===== src/hdl/lf_timers_pkg.sv =====
/*
 * constants for the low-frequency wake-up supervision timers:
 * clock rates, time-outs, derived tick counts, counter widths, states.
 * assumes a 10 MHz system clock and a 32 kHz internal timer tick.
 */
package lf_timers_pkg;
	// clock rates
	localparam int MCLK_HZ = 10_000_000;
	localparam int LFCLK_HZ = 32_000;
	// system clocks per 32 kHz tick, rounded down
	localparam int TICK_DIV = MCLK_HZ / LFCLK_HZ;
	// nominal times in microseconds
	localparam int INACT_US = 16_000;
	localparam int ALARM_US = 32_000;
	localparam int SETTLE_US = 3_500;
	localparam int POST_SETTLE_US = 500;
	// the same times as counts of 32 kHz ticks
	localparam int INACT_TICKS = INACT_US * (LFCLK_HZ / 1000) / 1000;
	localparam int ALARM_TICKS = ALARM_US * (LFCLK_HZ / 1000) / 1000;
	localparam int SETTLE_TICKS = SETTLE_US * (LFCLK_HZ / 1000) / 1000;
	localparam int POST_TICKS = POST_SETTLE_US * (LFCLK_HZ / 1000) / 1000;
	// counter widths
	localparam int DIV_W = 16;
	localparam int INACT_W = 12;
	localparam int ALARM_W = 12;
	localparam int SETTLE_W = 8;
	localparam int HDR_W = 8;
	localparam int PER_W = 9;
	localparam int NCH = 3;
	// header check states, gray along the usual path
	typedef enum logic [2:0] {
		ST_STANDBY = 3'h0,
		ST_SETTLE = 3'h1,
		ST_POST = 3'h3,
		ST_HUNT = 3'h2,
		ST_HIGH = 3'h6,
		ST_LOW = 3'h7,
		ST_PASS = 3'h5
	} state_t;
endpackage


===== src/hdl/lf_wakeup_supervision_timers.sv =====
/*
 * supervision timers of the low-frequency wake-up front end:
 * inactivity, alarm, pulse width, period and gain settling timers,
 * plus the header check of the output enable filter.
 * assumes demodulated channel levels and chip select arrive as
 * asynchronous pins; configuration comes from same-clock logic.
 * every output leaves from a flip-flop; slower rates come from a
 * one-cycle tick enable, so the whole block runs on the one clock.
 * the synchronisers carry no reset: hold the pins idle during reset.
 */
`timescale 1ns/1ps
module lf_wakeup_supervision_timers
	import lf_timers_pkg::*;
#(
	// shorten for simulation; tick rate and time-outs in ticks
	// defaults give the nominal time-outs at the 32 kHz tick
	parameter int TICK_CYCLES = TICK_DIV,
	parameter int INACT_COUNT = INACT_TICKS,
	parameter int ALARM_COUNT = ALARM_TICKS,
	parameter int SETTLE_COUNT = SETTLE_TICKS,
	parameter int POST_COUNT = POST_TICKS
) (
	// clock and reset
	input wire logic MCLK,
	input wire logic RST,
	// demodulated channel levels and serial select pins
	input wire logic [NCH-1:0] LF_IN,
	input wire logic CS_N,
	// configuration
	input wire logic OE_FILTER_EN,
	input wire logic RSSI_MODE,
	input wire logic [HDR_W-1:0] HEADER_HIGH_MIN,
	input wire logic [HDR_W-1:0] HEADER_LOW_MIN,
	input wire logic [PER_W-1:0] HEADER_PERIOD_MAX,
	// alarm and status
	output logic ALERT_N,
	output logic ALARM_FLAG,
	output logic [NCH-1:0] CHANNEL_WOKE,
	// front end power and filter control
	output logic STANDBY,
	output logic SOFT_RESET,
	output logic FILTER_RST,
	output logic DATA_OUT_EN,
	output logic DEMOD_DATA_OUT
);

	// input synchronisers
	logic [NCH-1:0] lf_m_q; // first stage
	logic [NCH-1:0] lf_s_q; // second stage
	logic cs_m_q; // first stage
	logic cs_s_q; // second stage
	logic lf_any_q; // previous combined level
	logic cs_prev_q; // previous select level

	// tick divider
	logic [DIV_W-1:0] div_q;
	logic tick;

	// timers
	logic [INACT_W-1:0] inact_q;
	logic [ALARM_W-1:0] alarm_q;
	logic [HDR_W-1:0] hdr_q;
	logic [PER_W-1:0] per_q;
	logic [HDR_W-1:0] post_q;
	logic [NCH-1:0] settled;

	// control state
	state_t state_q;
	state_t state_d;
	logic seen_q; // a signal has been received
	logic soft_q; // registered soft reset
	logic soft_d;
	logic abort_d; // post-settle drop

	// output registers
	logic alarm_flag_q;
	logic alert_n_q; // alert pin level, low while alarmed
	logic [NCH-1:0] woke_q;
	logic standby_q;
	logic filter_rst_q;
	logic data_en_q;
	logic data_q;

	// combined and edge terms
	wire lf_any = |lf_s_q;
	wire lf_rise = lf_any & ~lf_any_q;
	wire lf_fall = ~lf_any & lf_any_q;
	wire lf_edge = lf_rise | lf_fall;
	wire cs_low = ~cs_s_q;
	wire cs_fall = cs_prev_q & ~cs_s_q;
	wire timers_on = ~RSSI_MODE;
	wire in_hdr = (state_q == ST_HIGH) || (state_q == ST_LOW);
	wire per_over = per_q > HEADER_PERIOD_MAX;
	wire high_ok = hdr_q >= HEADER_HIGH_MIN;
	wire low_ok = hdr_q >= HEADER_LOW_MIN;
	wire inact_hit = timers_on & seen_q & (inact_q == INACT_W'(INACT_COUNT));
	wire alarm_run = timers_on & seen_q & OE_FILTER_EN & (state_q != ST_PASS);
	wire alarm_hit = alarm_run & (alarm_q == ALARM_W'(ALARM_COUNT));
	// alarm sets once, on the tick that completes the count;
	// a saturated count must not keep overriding the command clear
	wire alarm_set = tick & ~cs_low & alarm_run & (alarm_q == ALARM_W'(ALARM_COUNT - 1));
	wire post_done = post_q == HDR_W'(POST_COUNT);

	// two-flop synchronisers; only the second stage is read
	// no reset here; drive the pins idle while reset is held
	always_ff @(posedge MCLK) begin
		lf_m_q <= LF_IN;
		lf_s_q <= lf_m_q;
		cs_m_q <= CS_N;
		cs_s_q <= cs_m_q;
	end

	// previous levels for edge detection
	// reset values match the idle pin levels, so no false edge follows
	always_ff @(posedge MCLK) begin
		if (RST) begin
			lf_any_q <= 1'b0;
			cs_prev_q <= 1'b1;
		end else begin
			lf_any_q <= lf_any;
			cs_prev_q <= cs_s_q;
		end
	end

	// 32 kHz tick enable from the system clock
	// free-running; every slower count steps only on this pulse
	assign tick = div_q == DIV_W'(TICK_CYCLES - 1);
	always_ff @(posedge MCLK) begin
		if (RST || tick) begin
			div_q <= '0;
		end else begin
			div_q <= div_q + 1'b1;
		end
	end

	// signal-seen latch, cleared by soft reset
	// arms the inactivity and alarm counts until the next soft reset
	always_ff @(posedge MCLK) begin
		if (RST || soft_q) begin
			seen_q <= 1'b0;
		end else if (lf_any) begin
			seen_q <= 1'b1;
		end
	end

	// inactivity timer
	// saturates at the time-out; the soft reset it raises clears it
	always_ff @(posedge MCLK) begin
		if (RST || soft_q || lf_edge || cs_low || !timers_on) begin
			inact_q <= '0;
		end else if (seen_q && tick && !inact_hit) begin
			inact_q <= inact_q + 1'b1;
		end
	end

	// alarm timer
	// cleared during commands, with the filter off and after a pass
	always_ff @(posedge MCLK) begin
		if (RST || soft_q || cs_low || !alarm_run) begin
			alarm_q <= '0;
		end else if (tick && !alarm_hit) begin
			alarm_q <= alarm_q + 1'b1;
		end
	end

	// alarm flag; no time-out sets while select is low, so none meets the command clear
	// the alert pin has its own flop so that it leaves a register
	always_ff @(posedge MCLK) begin
		if (RST) begin
			alarm_flag_q <= 1'b0;
			alert_n_q <= 1'b1; // alert released
		end else if (alarm_set) begin
			alarm_flag_q <= 1'b1;
			alert_n_q <= 1'b0;
		end else if (cs_fall) begin
			alarm_flag_q <= 1'b0; // host command clears
			alert_n_q <= 1'b1;
		end
	end

	// per-channel gain settling timers
	// one counter per channel; a low on its own input starts it over
	genvar ch;
	generate
		for (ch = 0; ch < NCH; ch++) begin : g_settle
			logic [SETTLE_W-1:0] cnt_q;
			assign settled[ch] = cnt_q == SETTLE_W'(SETTLE_COUNT);
			always_ff @(posedge MCLK) begin
				if (RST || state_q != ST_SETTLE || !lf_s_q[ch]) begin
					cnt_q <= '0;
				end else if (tick && !settled[ch]) begin
					cnt_q <= cnt_q + 1'b1;
				end
			end
		end
	endgenerate

	// post-settle high timer
	// runs only in the post-settle state; a drop there aborts
	always_ff @(posedge MCLK) begin
		if (RST || state_q != ST_POST) begin
			post_q <= '0;
		end else if (tick && !post_done) begin
			post_q <= post_q + 1'b1;
		end
	end

	// pulse width timer, restarted on each level change
	// saturates rather than wrapping, so a long phase still reads long
	always_ff @(posedge MCLK) begin
		if (RST || lf_edge || !in_hdr) begin
			hdr_q <= '0;
		end else if (tick && hdr_q != '1) begin
			hdr_q <= hdr_q + 1'b1;
		end
	end

	// period timer across the high and low phases
	// stops once over the limit; the header check then hunts again
	always_ff @(posedge MCLK) begin
		if (RST || !in_hdr) begin
			per_q <= '0;
		end else if (tick && !per_over) begin
			per_q <= per_q + 1'b1;
		end
	end

	// header check sequence
	// signal strength mode or a soft reset overrides every state
	always_comb begin
		state_d = state_q;
		abort_d = 1'b0;
		if (!timers_on || soft_q) begin
			state_d = ST_STANDBY;
		end else begin
			case (state_q)
				ST_STANDBY: begin
					if (lf_any) begin
						state_d = ST_SETTLE;
					end
				end
				// filter held in reset while gain settles
				ST_SETTLE: begin
					if (|settled) begin
						state_d = ST_POST;
					end
				end
				// input must stay high after settling
				ST_POST: begin
					if (!lf_any) begin
						abort_d = 1'b1;
						state_d = ST_STANDBY;
					end else if (post_done) begin
						state_d = OE_FILTER_EN ? ST_HUNT : ST_PASS;
					end
				end
				// wait for the header high to begin
				ST_HUNT: begin
					if (lf_rise) begin
						state_d = ST_HIGH;
					end
				end
				// high phase: long enough and within period
				ST_HIGH: begin
					if (per_over) begin
						state_d = ST_HUNT;
					end else if (lf_fall) begin
						state_d = high_ok ? ST_LOW : ST_HUNT;
					end
				end
				// low phase: long enough and within period
				ST_LOW: begin
					if (per_over) begin
						state_d = ST_HUNT;
					end else if (lf_rise) begin
						state_d = low_ok ? ST_PASS : ST_HUNT;
					end
				end
				// header matched or filter off; data flows until soft reset or strength mode
				ST_PASS: begin
					state_d = ST_PASS;
				end
				default: begin
					state_d = ST_STANDBY;
				end
			endcase
		end
	end

	// soft reset sources
	// one-cycle pulse; the registered copy blocks a second one at once
	assign soft_d = timers_on & ~soft_q & (inact_hit | abort_d);

	// state and soft reset registers
	always_ff @(posedge MCLK) begin
		if (RST) begin
			state_q <= ST_STANDBY;
			soft_q <= 1'b0;
		end else begin
			state_q <= state_d;
			soft_q <= soft_d;
		end
	end

	// channel wake indicators, several may set together
	// bits only collect while settling and clear on soft reset
	always_ff @(posedge MCLK) begin
		if (RST || soft_q) begin
			woke_q <= '0;
		end else if (state_q == ST_SETTLE) begin
			woke_q <= woke_q | settled;
		end
	end

	// power, filter and data output controls
	// taken from the next state so the outputs line up with the state
	always_ff @(posedge MCLK) begin
		if (RST) begin
			standby_q <= 1'b1;
			filter_rst_q <= 1'b1;
			data_en_q <= 1'b0;
			data_q <= 1'b0;
		end else begin
			// signal strength mode runs active at once
			standby_q <= timers_on & (state_d == ST_STANDBY);
			filter_rst_q <= (state_d == ST_STANDBY) || (state_d == ST_SETTLE);
			data_en_q <= state_d == ST_PASS;
			data_q <= (state_d == ST_PASS) & lf_any;
		end
	end

	// outputs straight from flip-flops
	assign ALERT_N = alert_n_q;
	assign ALARM_FLAG = alarm_flag_q;
	assign CHANNEL_WOKE = woke_q;
	assign STANDBY = standby_q;
	assign SOFT_RESET = soft_q;
	assign FILTER_RST = filter_rst_q;
	assign DATA_OUT_EN = data_en_q;
	assign DEMOD_DATA_OUT = data_q;

endmodule // lf_wakeup_supervision_timers


===== config.mk =====
export PLATFORM = sky130hd
export DESIGN_NAME = lf_wakeup_supervision_timers
export DESIGN_NICKNAME = d
export VERILOG_FILES = /design/src/hdl/lf_timers_pkg.sv /design/src/hdl/lf_wakeup_supervision_timers.sv
export SDC_FILE = /design/constraint.sdc
export NUM_CORES = 1
export LEC_CHECK = 0
export ABC_CLOCK_PERIOD_IN_PS = 2100
export BUFFER_PORTS_ARGS = -buffer_cell sky130_fd_sc_hd__buf_2
export CORE_ASPECT_RATIO = 0.8
export CORE_MARGIN = 5
export CORE_UTILIZATION = 54
export CTS_CLUSTER_DIAMETER = 30
export DETAILED_ROUTE_END_ITERATION = 16
export PLACE_DENSITY_LB_ADDON = 0.1
export SYNTH_ARGS = -nofsm -noshare
export SYNTH_HDL_FRONTEND = slang
export SYNTH_SLANG_ARGS = --single-unit
export TNS_END_PERCENT = 20

===== constraint.sdc =====
create_clock -name MCLK -period 2.1 [get_ports MCLK]
set_clock_uncertainty 0.05 [all_clocks]
set_input_delay 0 -clock MCLK [delete_from_list [all_inputs] [get_ports MCLK]]
set_output_delay 0 -clock MCLK [all_outputs]
set_load 0.05 [all_outputs]

==> tab_implementation.tex <==
\begin{tabular}{lr}
\hline
Metric & Value \\
\hline
\multicolumn{2}{l}{\textbf{Clocking}} \\
Depth of the CTS H-tree & 4 \\
CTS Root Cell & sky130\_fd\_sc\_hd\_\_clkbuf\_16 \\
Clock buffers created by TritonCTS & 17 \\
Clock transition at path regs & roughly 0.05 ns \\
Clock insertion delay at the later pin of the skew report & a little over 0.4 ns \\
Clock tree from TritonCTS & done \\
Number of buffers between clock root and the deepest sink & 2 \\
Clock net sink count & around 110 \\
\multicolumn{2}{l}{\textbf{Outcome}} \\
Outcome & finished with violations \\
Failing checks & negative setup slack \\
\multicolumn{2}{l}{\textbf{Logic synthesis}} \\
Count of different cell masters after synthesis & 59 \\
Syn Inst Count & $\sim$640 \\
Most used flip-flop cell after synthesis & sky130\_fd\_sc\_hd\_\_dfxtp\_1 \\
Combined area of all synthesized cells & roughly 5600 um\^{}2 \\
Fraction of registers with async set or reset after synthesis & 0 \\
Total nets after synthesis & $\sim$710 \\
Register bit count reported by yosys & 113 \\
Share of the yosys chip area belonging to registers & 0.403 \\
Number of flops mapped to enable cells by yosys & 0 \\
Total of warnings raised by yosys & 0 \\
Avg Inst Size Synth & 8.79 um\^{}2 \\
\multicolumn{2}{l}{\textbf{Global route}} \\
Number of antenna violations at the first check in global routing & 0 \\
Number of global-route vias before repair & about 4,700 \\
Tot GR Track Use & 0.211 \\
Largest net degree at the start of global routing & 17 \\
Gr ovfl total & 0 \\
First-pass GRT wire length & around 21 mm \\
\multicolumn{2}{l}{\textbf{Layout}} \\
Share of post-route cells with drive strength above 1 & 0.233 \\
Final \#Nets & about 830 \\
Number of antenna diodes & 0 \\
Layout area overhead & 28.7\% \\
Final Instance Count excl. Fillers & about 900 \\
Utilization of the core after routing & 0.709 \\
Summed area of non-filler cells in the final layout & roughly 7200 um\^{}2 \\
\multicolumn{2}{l}{\textbf{Floorplan}} \\
Die height & approximately 100 um \\
Initial standard-cell utilization of the core & 0.551 \\
Floorplan die width & $\sim$120 um \\
Area of the die & 12,600 um\^{}2 \\
\# rows & 33 \\
Top Ports & 43 \\
Floorplan Core Area & 10,200 um\^{}2 \\
\multicolumn{2}{l}{\textbf{Power and ir drop}} \\
Switching power share of the total & 0.195 \\
Register share of total power & 0.412 \\
Pleak & roughly 3 nW \\
Internal power contribution & 4.27 mW \\
Combinational Power Share & 0.036 \\
Switching power summed over all nets & between 1 and 1.5 mW \\
Power density normalized to cell area & around 730 nW/um\^{}2 \\
Worst supply voltage drop on vdd & between 0.5 and 0.6 mV \\
Share of total power in the clock network & 0.552 \\
\multicolumn{2}{l}{\textbf{STA}} \\
Final cycle utilization of the critical path & 1.04 \\
Measured slew at the worst slew-check pin & 0.516 ns \\
\# setup viols final & 4 \\
Slack of the critical path & -0.0788 ns \\
Setup repair after global routing missed its margin & true \\
Worst slew margin relative to its limit & 0.653 \\
Fin Setup TNS & -0.110 ns \\
Max Transition Viols Final & 0 \\
Minimum clock period after layout & about 2.2 ns \\
Final Hold Fails & 0 \\
Maximum clock rate & 459 MHz \\
\multicolumn{2}{l}{\textbf{Place}} \\
Placement-stage cell area & roughly 6400 um\^{}2 \\
Worst setup slack after placement & -0.132 ns \\
Cell Count Post-Placement & roughly 860 \\
Global placement routability congestion & $\sim$0.88 \\
Port-buffer cells & 42 \\
Detailed-placement wirelength estimate & $\sim$9.3 mm \\
\multicolumn{2}{l}{\textbf{Route}} \\
Violation count after the first detailed-routing iteration & roughly 200 \\
Routed wire length & between 10 and 15 mm \\
Detail-routed net length per standard cell & 13.9 um \\
Antenna Violating Nets Remaining & 0 \\
DR DRC count & 0 \\
Via count & between 4,000 and 5,000 \\
DR vias/cell & 5.13 \\
Total iterations of the first detailed-routing run & 5 \\
\multicolumn{2}{l}{\textbf{Run}} \\
Count of max-cap constraint violations & 0 \\
\multicolumn{2}{l}{\textbf{Hold path}} \\
Path class of the lowest-slack min-delay path & in2reg \\
\multicolumn{2}{l}{\textbf{Setup path}} \\
Worst Path Arrival & 2.41 ns \\
Sort of element at the end of the critical path & register \\
Crit path kind & reg2reg \\
Category of the worst setup path launch point & register \\
Endpoint required time on the critical path & 2.34 ns \\
Largest fanout on the critical path & 4 \\
\hline
\end{tabular}
## sequential cells by signal, indices dropped and copies added (netlist names), 3 cells and up
signal,flops
g_settle.cnt_q,24
div_q,16
alarm_q,12
inact_q,12
per_q,9
hdr_q,8
post_q,8
CHANNEL_WOKE,3
lf_m_q,3
lf_s_q,3
state_q,3
## Yosys cell counts, drive strengths merged, types with 9 or more instances
| master | count | share of area |
|---|---|---|
| nand2 | 49 | 0.033 |
| xnor2 | 24 | 0.037 |
| nand3 | 20 | 0.018 |
| nand4 | 32 | 0.041 |
| and3 | 15 | 0.017 |
| inv | 46 | 0.031 |
| o21ai | 13 | 0.012 |
| ha | 42 | 0.094 |
| clkbuf | 9 | 0.0060 |
| nor2 | 111 | 0.074 |
| xor2 | 47 | 0.073 |
| dfxtp | 113 | 0.40 |
| a21oi | 19 | 0.017 |
| nor4 | 9 | 0.014 |
## power groups by stage
stage	Sequential (mW)	Combinational (mW)	Clock (mW)
detailed placement	2.22	0.166	0
CTS	2.18	0.183	2.97
global placement	2.22	0.163	0
finish	2.18	0.193	2.92
global route	2.18	0.214	3.09
floorplan	2.22	0.0854	0
## worst max-delay path: stages, from the launching register on
cell and delay, ns:
sky130_fd_sc_hd__dfxtp_2 0.33, sky130_fd_sc_hd__inv_2 0.05, sky130_fd_sc_hd__ha_4 0.20, sky130_fd_sc_hd__nand2b_4 0.13, sky130_fd_sc_hd__a2111o_1 0.38, sky130_fd_sc_hd__a32o_2 0.26
sky130_fd_sc_hd__a31oi_1 0.15, sky130_fd_sc_hd__o221a_2 0.24, sky130_fd_sc_hd__nor2_4 0.05, sky130_fd_sc_hd__and4bb_2 0.22
## layer usage
metal	track usage	up-vias	routed length (um)
met4	0.0564	0	95
met2	0.353	59	5930
met5	0	-	0
li1	-	2406	-
met1	0.273	2167	6130
met3	0.0530	10	427
## cell type report
| cell class | count | area (um^2) |
|---|---|---|
| fill | 809 | 2970 |
| clock inverter | 5 | 100 |
| multi-input combinational | 465 | 3240 |
| sequential | 113 | 2270 |
| timing repair buffer | 110 | 759 |
| clock buffer | 25 | 505 |
| tap | 140 | 175 |
| inverter | 46 | 173 |
## cell usage in the layout (no fill, tap or decap), drive strengths merged, types with 4 or more instances in the layout
cell / instances
ha: 42
nand2b: 6
xnor2: 24
or2: 4
mux2i: 7
o21ai: 13
clkbuf: 25
and4: 5
nand2: 49
dlygate4sd3: 6
dfxtp: 113
inv: 46
nor3: 7
xor2: 47
and3b: 4
buf: 104
or3: 6
nor2b: 4
nand3: 20
nor2: 111
and3: 15
nand4: 32
a21oi: 19
nor4: 9
## kinds of logic after synthesis
| logic type | share of synthesized area |
|---|---|
| AOI/OAI and AO/OA | 0.0726 |
| xor gates and xnor gates | 0.111 |
| buffers and inverters | 0.0428 |
| muxes | 0.0125 |
| adders and majority gates | 0.0936 |
| DFF | 0.403 |
| and+or+nand+nor | 0.265 |
## what timing repair did
| action | in CTS | in global routing |
|---|---|---|
| resized for setup | 12 | 25 |
| hold buffers | 6 | 0 |
| setup buffers | 2 | 2 |
| setup endpoints to repair | 10 | 35 |
| pin swaps | 11 | 23 |
| hold endpoints to repair | 18 | 0 |
## final timing paths
path | slack [ns] | cells after the start | endpoint | from
worst min register to register | 0.27 | 0 | lf_s_q[1]$_DFF_P_ | lf_m_q[1]$_DFF_P_
worst max register to register | -0.08 | 9 | DEMOD_DATA_OUT$_SDFF_PP0_ | hdr_q[0]$_SDFFE_PP0P_
worst max-delay path | -0.08 | 9 | DEMOD_DATA_OUT$_SDFF_PP0_ | hdr_q[0]$_SDFFE_PP0P_
worst min-delay path | 0.1 | 5 | state_q[0]$_SDFF_PP0_ | OE_FILTER_EN
## metrics by stage
stage | hold WS (ns) | total power [mW]
after detailed placement | 0.0647 | 2.39
final | 0.0974 | 5.30
after global routing | 0.104 | 5.48
after CTS | 0.0551 | 5.33
after floorplan | -0.0223 | 2.31
after global placement | 0.0550 | 2.38
Power figures use the tool's default switching activity.
